### src/shared/rhc_pkg.sv
package rhc_pkg;
  localparam int ADDR_W = 10;
  localparam int DATA_W = 32;
  localparam int HDR_BYTES = 4;
  localparam int IRQ_W = 3;
  // Register indices; byte address is four times the index
  localparam logic [7:0] IDX_CHK_B1 = 8'h3C;
  localparam logic [7:0] IDX_PKLEN = 8'h3E;
  localparam logic [7:0] IDX_CHK_B3 = 8'h3F;
  localparam logic [7:0] IDX_CHK_B2 = 8'h40;
  localparam logic [7:0] IDX_CHK_B0 = 8'h42;
  localparam logic [7:0] IDX_MSK_B3 = 8'h43;
  localparam logic [7:0] IDX_MSK_B2 = 8'h44;
  localparam logic [7:0] IDX_MSK_B1 = 8'h45;
  localparam logic [7:0] IDX_MSK_B0 = 8'h46;
  localparam logic [7:0] IDX_RXH_B3 = 8'h47;
  localparam logic [7:0] IDX_RXH_B2 = 8'h48;
  localparam logic [7:0] IDX_RXH_B1 = 8'h49;
  localparam logic [7:0] IDX_RXH_B0 = 8'h4A;
  localparam logic [7:0] IDX_RXLEN = 8'h4B;
  localparam logic [7:0] IDX_CTRL = 8'h60;
  localparam logic [7:0] IDX_IRQ_STAT = 8'h61;
  localparam logic [7:0] IDX_IRQ_MASK = 8'h62;
  localparam logic [7:0] IDX_STATE = 8'h63;
  // Control register fields
  localparam int CTRL_RX_EN_BIT = 0;
  localparam int CTRL_CHK_EN_BIT = 1;
  localparam int CTRL_FIX_BIT = 3;
  localparam int CTRL_HLEN_LSB = 4;
  localparam int HLEN_W = 3;
  localparam logic [2:0] HDR_SEL_MAX = 3'h4;
  // Interrupt status bits
  localparam int IRQ_HDR_OK = 0;
  localparam int IRQ_HDR_ERR = 1;
  localparam int IRQ_PKT_DONE = 2;
  // Reset values
  localparam logic [7:0] RST_BYTE = 8'h00;
  localparam logic [7:0] RST_RXLEN = 8'hFF;
  localparam logic [31:0] RST_WORD = 32'h0000_0000;
  typedef enum logic [4:0] {
    ST_IDLE = 5'b00001,
    ST_HDR = 5'b00010,
    ST_CHK = 5'b00100,
    ST_LEN = 5'b01000,
    ST_DATA = 5'b10000
  } rhc_state_type;
endpackage : rhc_pkg

### src/shared/rhc_if.sv
`timescale 1ns/100ps
interface rhc_bus_if;
  logic [7:0] idx;
  logic [7:0] wdata;
  logic wr_stb;
  logic rd_stb;
  logic [7:0] rsnap;
  logic [7:0] rdata;
  modport slave(output idx, wdata, wr_stb, rd_stb, rsnap, input rdata);
  modport regs(input idx, wdata, wr_stb, rd_stb, rsnap, output rdata);
endinterface : rhc_bus_if

interface rhc_cmp_if;
  logic [31:0] rx_hdr;
  logic [31:0] chk_hdr;
  logic [31:0] bit_en;
  logic [3:0] byte_used;
  logic mismatch;
  modport req(output rx_hdr, chk_hdr, bit_en, byte_used, input mismatch);
  modport cmp(input rx_hdr, chk_hdr, bit_en, byte_used, output mismatch);
endinterface : rhc_cmp_if

### src/design/rhc_hdr_cmp.sv
`timescale 1ns/100ps
module rhc_hdr_cmp
  import rhc_pkg::*;
(
  // Compare request
  rhc_cmp_if.cmp c
);
  logic [HDR_BYTES-1:0] byte_err;

  genvar i;
  generate
    for (i = 0; i < HDR_BYTES; i++) begin : g_byte
      // Masked bits and bytes not received never count
      assign byte_err[i] = c.byte_used[i] &
        (|((c.rx_hdr[8*i+:8] ^ c.chk_hdr[8*i+:8]) & c.bit_en[8*i+:8]));
    end
  endgenerate

  assign c.mismatch = |byte_err;
endmodule : rhc_hdr_cmp

### src/design/rhc_avmm_slave.sv
`timescale 1ns/100ps
module rhc_avmm_slave
  import rhc_pkg::*;
(
  // Clock and reset
  input wire logic clk,
  input wire logic rst_n,
  // Avalon-MM slave
  input wire logic [ADDR_W-1:0] avs_address,
  input wire logic avs_read,
  input wire logic avs_write,
  input wire logic [DATA_W-1:0] avs_writedata,
  input wire logic [3:0] avs_byteenable,
  output logic avs_waitrequest,
  output logic [DATA_W-1:0] avs_readdata,
  // Register side
  rhc_bus_if.slave bus
);
  logic wait_reg;
  logic [DATA_W-1:0] rdata_reg;
  logic req;
  logic acc;

  assign req = avs_read | avs_write;
  // Accepted in the one cycle that waitrequest is low
  assign acc = req & ~wait_reg;

  always_ff @(posedge clk or negedge rst_n) begin
    if (!rst_n) begin
      wait_reg <= 1'b1;
    end else begin
      wait_reg <= ~(req & wait_reg);
    end
  end

  // Read data captured one cycle ahead so it stands when wait drops
  always_ff @(posedge clk or negedge rst_n) begin
    if (!rst_n) begin
      rdata_reg <= RST_WORD;
    end else if (avs_read & wait_reg) begin
      rdata_reg <= {24'h00_0000, bus.rdata};
    end
  end

  assign avs_waitrequest = wait_reg;
  assign avs_readdata = rdata_reg;
  assign bus.idx = avs_address[ADDR_W-1:2];
  assign bus.wdata = avs_writedata[7:0];
  assign bus.wr_stb = acc & avs_write & avs_byteenable[0];
  assign bus.rd_stb = acc & avs_read;
  assign bus.rsnap = rdata_reg[7:0];
endmodule : rhc_avmm_slave

### src/design/rhc_top.sv
// The implementer's own choice: the Avalon-MM slave port.
`timescale 1ns/100ps
module rhc_top
  import rhc_pkg::*;
(
  // Clock and reset
  input wire logic CORE_CLK,
  input wire logic RSTN,
  // Avalon-MM register port
  input wire logic [ADDR_W-1:0] AVS_ADDRESS,
  input wire logic AVS_READ,
  input wire logic AVS_WRITE,
  input wire logic [DATA_W-1:0] AVS_WRITEDATA,
  input wire logic [3:0] AVS_BYTEENABLE,
  output logic AVS_WAITREQUEST,
  output logic [DATA_W-1:0] AVS_READDATA,
  // Demodulated byte stream
  input wire logic RX_SYNC_FOUND,
  input wire logic [7:0] RX_BYTE,
  input wire logic RX_BYTE_VALID,
  // Packet output
  output logic [7:0] RX_DATA,
  output logic RX_DATA_VALID,
  output logic RX_PKT_DONE,
  output logic RX_PKT_REJECT,
  // Interrupt
  output logic IRQ
);
  rhc_bus_if bus ();
  rhc_cmp_if cmp ();

  logic [31:0] chk_hdr_reg;
  logic [31:0] hdr_en_reg;
  logic [31:0] rx_hdr_reg;
  logic [7:0] pklen_reg;
  logic [7:0] rxlen_reg;
  logic [7:0] ctrl_reg;
  logic [IRQ_W-1:0] irq_stat_reg;
  logic [IRQ_W-1:0] irq_mask_reg;
  logic irq_reg;
  rhc_state_type state_reg;
  logic [2:0] hdr_cnt_reg;
  logic [1:0] hdr_pos_reg;
  logic [3:0] used_reg;
  logic [7:0] data_cnt_reg;
  logic chk_en_lat_reg;
  logic fix_lat_reg;
  logic [7:0] rx_data_reg;
  logic rx_valid_reg;
  logic done_reg;
  logic reject_reg;

  logic [2:0] hlen_sel;
  logic [2:0] hsel;
  logic start;
  logic byte_in;
  logic ev_ok;
  logic ev_err;
  logic ev_done;
  logic [IRQ_W-1:0] events;
  logic [IRQ_W-1:0] clr_mask;

  rhc_avmm_slave u_bus (
    .clk(CORE_CLK),
    .rst_n(RSTN),
    .avs_address(AVS_ADDRESS),
    .avs_read(AVS_READ),
    .avs_write(AVS_WRITE),
    .avs_writedata(AVS_WRITEDATA),
    .avs_byteenable(AVS_BYTEENABLE),
    .avs_waitrequest(AVS_WAITREQUEST),
    .avs_readdata(AVS_READDATA),
    .bus(bus)
  );

  rhc_hdr_cmp u_cmp (
    .c(cmp)
  );

  assign cmp.rx_hdr = rx_hdr_reg;
  assign cmp.chk_hdr = chk_hdr_reg;
  assign cmp.bit_en = hdr_en_reg;
  assign cmp.byte_used = used_reg;

  // Codes above four are clamped to the full header
  assign hlen_sel = ctrl_reg[CTRL_HLEN_LSB+:HLEN_W];
  assign hsel = (hlen_sel > HDR_SEL_MAX) ? HDR_SEL_MAX : hlen_sel;
  // A sync inside a packet is ignored; no restart mid-frame
  assign start = (state_reg == ST_IDLE) & RX_SYNC_FOUND & ctrl_reg[CTRL_RX_EN_BIT];
  assign byte_in = RX_BYTE_VALID;

  assign ev_err = (state_reg == ST_CHK) & chk_en_lat_reg & cmp.mismatch;
  assign ev_ok = (state_reg == ST_CHK) & chk_en_lat_reg & ~cmp.mismatch & (|used_reg);

  always_comb begin
    ev_done = 1'b0;
    case (state_reg)
      ST_CHK: begin
        ev_done = ~ev_err & fix_lat_reg & (data_cnt_reg == 8'h00);
      end
      ST_LEN: begin
        ev_done = byte_in & (RX_BYTE == 8'h00);
      end
      ST_DATA: begin
        ev_done = byte_in & (data_cnt_reg == 8'h01);
      end
      default: begin
        ev_done = 1'b0;
      end
    endcase
  end

  // Packet sequencing
  always_ff @(posedge CORE_CLK or negedge RSTN) begin
    if (!RSTN) begin
      state_reg <= ST_IDLE;
      hdr_cnt_reg <= 3'h0;
      hdr_pos_reg <= 2'h3;
      used_reg <= 4'h0;
      data_cnt_reg <= RST_BYTE;
      chk_en_lat_reg <= 1'b0;
      fix_lat_reg <= 1'b0;
    end else begin
      case (state_reg)
        ST_IDLE: begin
          if (start) begin
            // Settings are frozen for the whole packet
            chk_en_lat_reg <= ctrl_reg[CTRL_CHK_EN_BIT];
            fix_lat_reg <= ctrl_reg[CTRL_FIX_BIT];
            data_cnt_reg <= pklen_reg;
            hdr_cnt_reg <= hsel;
            hdr_pos_reg <= 2'h3;
            used_reg <= 4'h0;
            state_reg <= (hsel == 3'h0) ? ST_CHK : ST_HDR;
          end
        end
        ST_HDR: begin
          if (byte_in) begin
            used_reg[hdr_pos_reg] <= 1'b1;
            hdr_pos_reg <= hdr_pos_reg - 2'h1;
            hdr_cnt_reg <= hdr_cnt_reg - 3'h1;
            if (hdr_cnt_reg == 3'h1) begin
              state_reg <= ST_CHK;
            end
          end
        end
        ST_CHK: begin
          if (ev_err) begin
            state_reg <= ST_IDLE;
          end else if (!fix_lat_reg) begin
            state_reg <= ST_LEN;
          end else if (data_cnt_reg == 8'h00) begin
            state_reg <= ST_IDLE;
          end else begin
            state_reg <= ST_DATA;
          end
        end
        ST_LEN: begin
          if (byte_in) begin
            data_cnt_reg <= RX_BYTE;
            state_reg <= (RX_BYTE == 8'h00) ? ST_IDLE : ST_DATA;
          end
        end
        ST_DATA: begin
          if (byte_in) begin
            data_cnt_reg <= data_cnt_reg - 8'h01;
            if (data_cnt_reg == 8'h01) begin
              state_reg <= ST_IDLE;
            end
          end
        end
        default: begin
          state_reg <= ST_IDLE;
        end
      endcase
    end
  end

  // Received header capture
  always_ff @(posedge CORE_CLK or negedge RSTN) begin
    if (!RSTN) begin
      rx_hdr_reg <= RST_WORD;
    end else if (start) begin
      rx_hdr_reg <= RST_WORD;
    end else if ((state_reg == ST_HDR) & byte_in) begin
      rx_hdr_reg[8*hdr_pos_reg+:8] <= RX_BYTE;
    end
  end

  // Received length byte; fixed-length packets leave it untouched
  always_ff @(posedge CORE_CLK or negedge RSTN) begin
    if (!RSTN) begin
      rxlen_reg <= RST_RXLEN;
    end else if ((state_reg == ST_LEN) & byte_in) begin
      rxlen_reg <= RX_BYTE;
    end
  end

  // Data and packet strobes
  always_ff @(posedge CORE_CLK or negedge RSTN) begin
    if (!RSTN) begin
      rx_data_reg <= RST_BYTE;
      rx_valid_reg <= 1'b0;
      done_reg <= 1'b0;
      reject_reg <= 1'b0;
    end else begin
      rx_valid_reg <= (state_reg == ST_DATA) & byte_in;
      if ((state_reg == ST_DATA) & byte_in) begin
        rx_data_reg <= RX_BYTE;
      end
      done_reg <= ev_done;
      reject_reg <= ev_err;
    end
  end

  // Software registers
  always_ff @(posedge CORE_CLK or negedge RSTN) begin
    if (!RSTN) begin
      chk_hdr_reg <= RST_WORD;
      hdr_en_reg <= RST_WORD;
      pklen_reg <= RST_BYTE;
      ctrl_reg <= RST_BYTE;
      irq_mask_reg <= '0;
    end else if (bus.wr_stb) begin
      case (bus.idx)
        IDX_CHK_B3: chk_hdr_reg[31:24] <= bus.wdata;
        IDX_CHK_B2: chk_hdr_reg[23:16] <= bus.wdata;
        IDX_CHK_B1: chk_hdr_reg[15:8] <= bus.wdata;
        IDX_CHK_B0: chk_hdr_reg[7:0] <= bus.wdata;
        IDX_MSK_B3: hdr_en_reg[31:24] <= bus.wdata;
        IDX_MSK_B2: hdr_en_reg[23:16] <= bus.wdata;
        IDX_MSK_B1: hdr_en_reg[15:8] <= bus.wdata;
        IDX_MSK_B0: hdr_en_reg[7:0] <= bus.wdata;
        IDX_PKLEN: pklen_reg <= bus.wdata;
        IDX_CTRL: ctrl_reg <= bus.wdata;
        IDX_IRQ_MASK: irq_mask_reg <= bus.wdata[IRQ_W-1:0];
        default: begin
        end
      endcase
    end
  end

  // Read mux; unmapped indices read zero
  always_comb begin
    case (bus.idx)
      IDX_CHK_B3: bus.rdata = chk_hdr_reg[31:24];
      IDX_CHK_B2: bus.rdata = chk_hdr_reg[23:16];
      IDX_CHK_B1: bus.rdata = chk_hdr_reg[15:8];
      IDX_CHK_B0: bus.rdata = chk_hdr_reg[7:0];
      IDX_MSK_B3: bus.rdata = hdr_en_reg[31:24];
      IDX_MSK_B2: bus.rdata = hdr_en_reg[23:16];
      IDX_MSK_B1: bus.rdata = hdr_en_reg[15:8];
      IDX_MSK_B0: bus.rdata = hdr_en_reg[7:0];
      IDX_RXH_B3: bus.rdata = rx_hdr_reg[31:24];
      IDX_RXH_B2: bus.rdata = rx_hdr_reg[23:16];
      IDX_RXH_B1: bus.rdata = rx_hdr_reg[15:8];
      IDX_RXH_B0: bus.rdata = rx_hdr_reg[7:0];
      IDX_PKLEN: bus.rdata = pklen_reg;
      IDX_RXLEN: bus.rdata = rxlen_reg;
      IDX_CTRL: bus.rdata = ctrl_reg;
      IDX_IRQ_STAT: bus.rdata = {5'h00, irq_stat_reg};
      IDX_IRQ_MASK: bus.rdata = {5'h00, irq_mask_reg};
      IDX_STATE: bus.rdata = {3'h0, state_reg};
      default: bus.rdata = 8'h00;
    endcase
  end

  assign events[IRQ_HDR_OK] = ev_ok;
  assign events[IRQ_HDR_ERR] = ev_err;
  assign events[IRQ_PKT_DONE] = ev_done;
  // Only bits returned by the read are cleared, so a late event survives
  assign clr_mask = (bus.rd_stb & (bus.idx == IDX_IRQ_STAT)) ?
    bus.rsnap[IRQ_W-1:0] : '0;

  always_ff @(posedge CORE_CLK or negedge RSTN) begin
    if (!RSTN) begin
      irq_stat_reg <= '0;
      irq_reg <= 1'b0;
    end else begin
      irq_stat_reg <= (irq_stat_reg & ~clr_mask) | events;
      irq_reg <= |(irq_stat_reg & irq_mask_reg);
    end
  end

  assign RX_DATA = rx_data_reg;
  assign RX_DATA_VALID = rx_valid_reg;
  assign RX_PKT_DONE = done_reg;
  assign RX_PKT_REJECT = reject_reg;
  assign IRQ = irq_reg;
endmodule : rhc_top

### config.mk
export PLATFORM = sky130hd
export DESIGN_NAME = rhc_top
export DESIGN_NICKNAME = d
export VERILOG_FILES = /design/src/shared/rhc_pkg.sv /design/src/shared/rhc_if.sv /design/src/design/rhc_hdr_cmp.sv /design/src/design/rhc_avmm_slave.sv /design/src/design/rhc_top.sv
export SDC_FILE = /design/constraint.sdc
export NUM_CORES = 1
export LEC_CHECK = 0
export BUFFER_PORTS_ARGS = -buffer_cell sky130_fd_sc_hd__clkbuf_2
export CAP_MARGIN = 20
export CORE_MARGIN = 1
export CORE_UTILIZATION = 50
export DETAILED_ROUTE_END_ITERATION = 6
export PLACE_DENSITY = 0.81
export REMOVE_ABC_BUFFERS = 1
export SLEW_MARGIN = 20
export SYNTH_ARGS = -nofsm -noshare
export SYNTH_HDL_FRONTEND = slang
export SYNTH_SLANG_ARGS = --single-unit
### constraint.sdc
create_clock -name CORE_CLK -period 2.4 [get_ports CORE_CLK]
set_input_delay 0.12 -clock CORE_CLK [delete_from_list [all_inputs] [get_ports CORE_CLK]]
set_output_delay 0.12 -clock CORE_CLK [all_outputs]
set_load 0.01 [all_outputs]
==> results.md <==
Outcome:
- The flow ran to the end, and the final reports show no timing, DRC or antenna violations.

Floorplanning:
- The effective utilization at floorplan is 0.515.
- The full die area is 0.0184 mm².
- The number of top-level design ports is 105.
- The vertical extent of the die is 136 µm.
- The die extent in x is 136 µm.
- The count of standard-cell rows is 48.
- In this run the standard cell core region covers 0.0174 mm².

Logic synthesis:
- The number of flops mapped to enable cells by yosys is 0.
- The number of distinct standard cells referenced by the synthesized netlist is 66.
- The count of mapped cells out of synthesis is 798.
- The average footprint of a synthesized cell is 11.2 µm².
- Yosys printed 0 warnings.
- In this run the cell area of the synthesized design comes to 0.00894 mm².
- Among all flip-flop cells after synthesis, the most frequent one is sky130_fd_sc_hd__dfrtp_1.
- Counting flops with an async set or reset pin after synthesis yields a share of 1.00.
- The sequential-to-total area share from yosys stat is 0.480.
- The number of flip-flops and latches in the synthesized netlist is 171.

STA:
- The worst hold-check slack is 52.7 ps.
- Setup repair after global routing left no endpoint under its margin.
- The worst setup margin is 39.5 ps.
- The hold violation count in the final report is 0.
- Setup violations remaining at the end of the flow were counted as 0.
- The final number of max-transition violations is 0.
- The clock tree skew after final layout is 9.17 ps.
- The total negative slack for setup checks is 0 ps.
- The worst max-slew margin expressed relative to the limit is 0.428.
- Derived from the worst setup path, the maximum achievable clock frequency is 424 MHz.
- The shortest period the worst path allows is 2360 ps.
- The fraction of the cycle the final worst path needs is 0.984.
- At the pin with the least slew margin, the transition time is 858 ps.

Worst setup path:
- The most critical setup path has its startpoint at cmp.rx_hdr[29].
- At the worst endpoint, the required time is 2760 ps.
- The beginning of the worst register-to-register path is cmp.rx_hdr[29].
- The worst-path cell with the longest stage delay is sky130_fd_sc_hd__a2111oi_0.
- Traced cell by cell, the critical path runs through xor2_1 -> a22oi_1 -> a41oi_1 -> a2111oi_0 -> buf_4 -> nor2_1 -> a211o_1.
- For the worst setup path, the data arrival time is 2720 ps.
- The maximum fanout along the worst path is 7.
- The critical path endpoint category is a flop.
- The nature of the critical path startpoint is a flop.
- The critical path is of the reg -> reg type.
- The longest individual stage delay on the worst path is 470 ps.

Placed design:
- Detailed placement ended at an HPWL of 18400 µm.
- The routability-driven placement congestion ratio is 0.972.
- The placed cell area is 0.00956 mm².
- The worst-case setup slack after placement is 98.7 ps.
- The total of buffers placed on input and output ports is 51.
- The placed instance count is 1076.

Layout:
- The net count reported at finish is 944.
- The layout cell share with drive strength beyond 1 is 0.297.
- Measured on the finished design, the core utilization comes to 0.588.
- Excluding fillers, the count of instances in the completed layout stands at 1111.
- The repair_antennas step left the layout with diodes totalling 0.
- Once layout is done, the placed cells without fillers occupy 0.0102 mm².
- The area added between synthesis and finish is 14.1%.

Drt:
- The detail-routed via count per cell is 6.55.
- For this block, the routed nets add up to 25700 µm of wire.
- The vias after detailed routing is 7274.
- The final antenna-violating net count is 0.
- Signal routing reaches up to met4.
- The first-pass iteration count of the detailed router is 6.
- The routed design uses 11500 µm of met2 wire.
- For this block, wires on met1 add up to 10300 µm.
- The count of routing violations after the opening detailed-route iteration is 933.
- Dividing the detail-routed wire length by the instance count gives 23.1 µm.
- Summed over all nets, wire length on met3 after detailed routing comes to 2660 µm.
- The DRC violation count after routing is 0.

GRT:
- The number of antenna violations at the first check in global routing is 0.
- The global-route wire length before repair is 39800 µm.
- The total grt overflow is 0.
- The largest net degree at the start of global routing is 66.
- The via count of the first global-routing pass is 7081.
- The total routing resource utilization after global routing is 0.294.

CTS:
- The clock tree from TritonCTS is done.
- The clock edge transition at the registers on the reported setup and hold paths is 70 ps.
- CTS placed an instance of sky130_fd_sc_hd__clkbuf_16 at the clock tree root.
- The number of clock buffers added by TritonCTS is 17.
- The clock sink count is 171.
- In this run the number of H-tree levels came out at 4.
- The buffer depth of the longest clock path is 2.
- The clock latency on the worst-skew pair is 430 ps.
- Once the clock tree was built, the setup fixing pass inserted 0 buffers.

Run:
- The tool flagged a number of max-cap violations equal to 0.

Power:
- In this run the power density over the cells is 779 mW/mm².
- Of the total power, the share spent switching nets is 0.303.
- The internal power consumption is 5.53 mW.
- The analysis attributes to net switching a power of 2.41 mW.
- The cell leakage power is 4.92 nW.
- The total design power is 7.94 mW.
- Of the total power, combinational logic draws 0.204.
- The peak supply drop is 0.603 mV.
- The share of total power dissipated in the clock network is 0.358.
- The relative contribution of sequential cells to total power is 0.438.

Min path:
- In this run the most critical hold path is launched from AVS_READ.
- The path class of the tightest hold or removal check is in -> reg.
## placed cells by master (no fill, tap or decap), drive strengths merged, types with 24 or more instances in the layout
cell type  instances
nand2             48
nor2              43
conb              24
o21ai             25
clkbuf            69
a21oi             38
a22o              41
a22oi             36
buf               53
xor2              33
mux2             102
dfrtp            159
## synthesized netlist by cell type, types with 8 or more instances
| master | instances | area [µm²] |
|---|---|---|
| sky130_fd_sc_hd__a21oi_1 | 36 | 180 |
| sky130_fd_sc_hd__a221oi_1 | 14 | 123 |
| sky130_fd_sc_hd__a22o_1 | 41 | 359 |
| sky130_fd_sc_hd__a22oi_1 | 36 | 270 |
| sky130_fd_sc_hd__buf_1 | 8 | 30.0 |
| sky130_fd_sc_hd__buf_2 | 13 | 65.1 |
| sky130_fd_sc_hd__buf_4 | 31 | 233 |
| sky130_fd_sc_hd__clkbuf_1 | 17 | 63.8 |
| sky130_fd_sc_hd__dfrtp_1 | 159 | 3980 |
| sky130_fd_sc_hd__dfstp_2 | 12 | 315 |
| sky130_fd_sc_hd__ha_1 | 11 | 138 |
| sky130_fd_sc_hd__inv_1 | 15 | 56.3 |
| sky130_fd_sc_hd__mux2_2 | 102 | 1150 |
| sky130_fd_sc_hd__mux2i_1 | 8 | 80.1 |
| sky130_fd_sc_hd__nand2_1 | 47 | 176 |
| sky130_fd_sc_hd__nand3_1 | 14 | 70.1 |
| sky130_fd_sc_hd__nor2_1 | 41 | 154 |
| sky130_fd_sc_hd__nor3_1 | 9 | 45.0 |
| sky130_fd_sc_hd__o211ai_1 | 10 | 75.1 |
| sky130_fd_sc_hd__o21ai_0 | 25 | 125 |
| sky130_fd_sc_hd__xor2_1 | 33 | 289 |
## what timing repair did
item | 4_1_cts | 5_1_grt
resized for setup | 0 | 0
hold buffers | 3 | 0
hold endpoints to repair | 56 | 0
## critical path: cells and delay by family, from the launching register on
kind,cells,cell delay (ps)
compound gates,4,1280
flops,1,450
xor+xnor,1,200
buf+inv,1,200
simple gates,1,150
## layer usage
layer / GRT usage / vias up
li1: - / 3094
met1: 0.383 / 3630
met2: 0.442 / 453
met3: 0.0857 / 97
met4: 0.152 / 0
met5: 0 / -
## logic make-up after synthesis
logic type      synth area share
other cells             0.000420
simple gates               0.101
xor+xnor                  0.0323
fa+ha+maj                 0.0154
compound gates             0.178
buf+inv                   0.0551
flops                      0.480
mux                        0.137
## path summary, 6_finish.rpt
path,to,slack (ps),cells after the start
max,state_reg[0],40,7
min,u_bus.avs_readdata[0],50,3
max reg2reg,state_reg[0],40,7
min reg2reg,u_bus.avs_readdata[7],490,2
max in group asynchronous,rxlen_reg[6],1370,3
min in group asynchronous,RX_PKT_REJECT,230,2
## layout make-up
cell class	count	area [µm²]
clock buffer	19	443
clock inverter	13	168
fill	1357	7160
inverter	15	56.3
multi-input combinational	562	4240
sequential	171	4290
tap	225	282
timing repair buffer	106	719
## power by group through the flow
stage	clock network, mW	logic (mW)	registers (mW)
2_1_floorplan	0	0.978	3.50
3_3_place_gp	0	1.53	3.50
3_5_place_dp	0	1.56	3.51
4_1_cts	2.86	1.60	3.47
5_1_grt	2.97	1.79	3.51
6_report	2.85	1.62	3.47
Power figures use the tool's default switching activity.
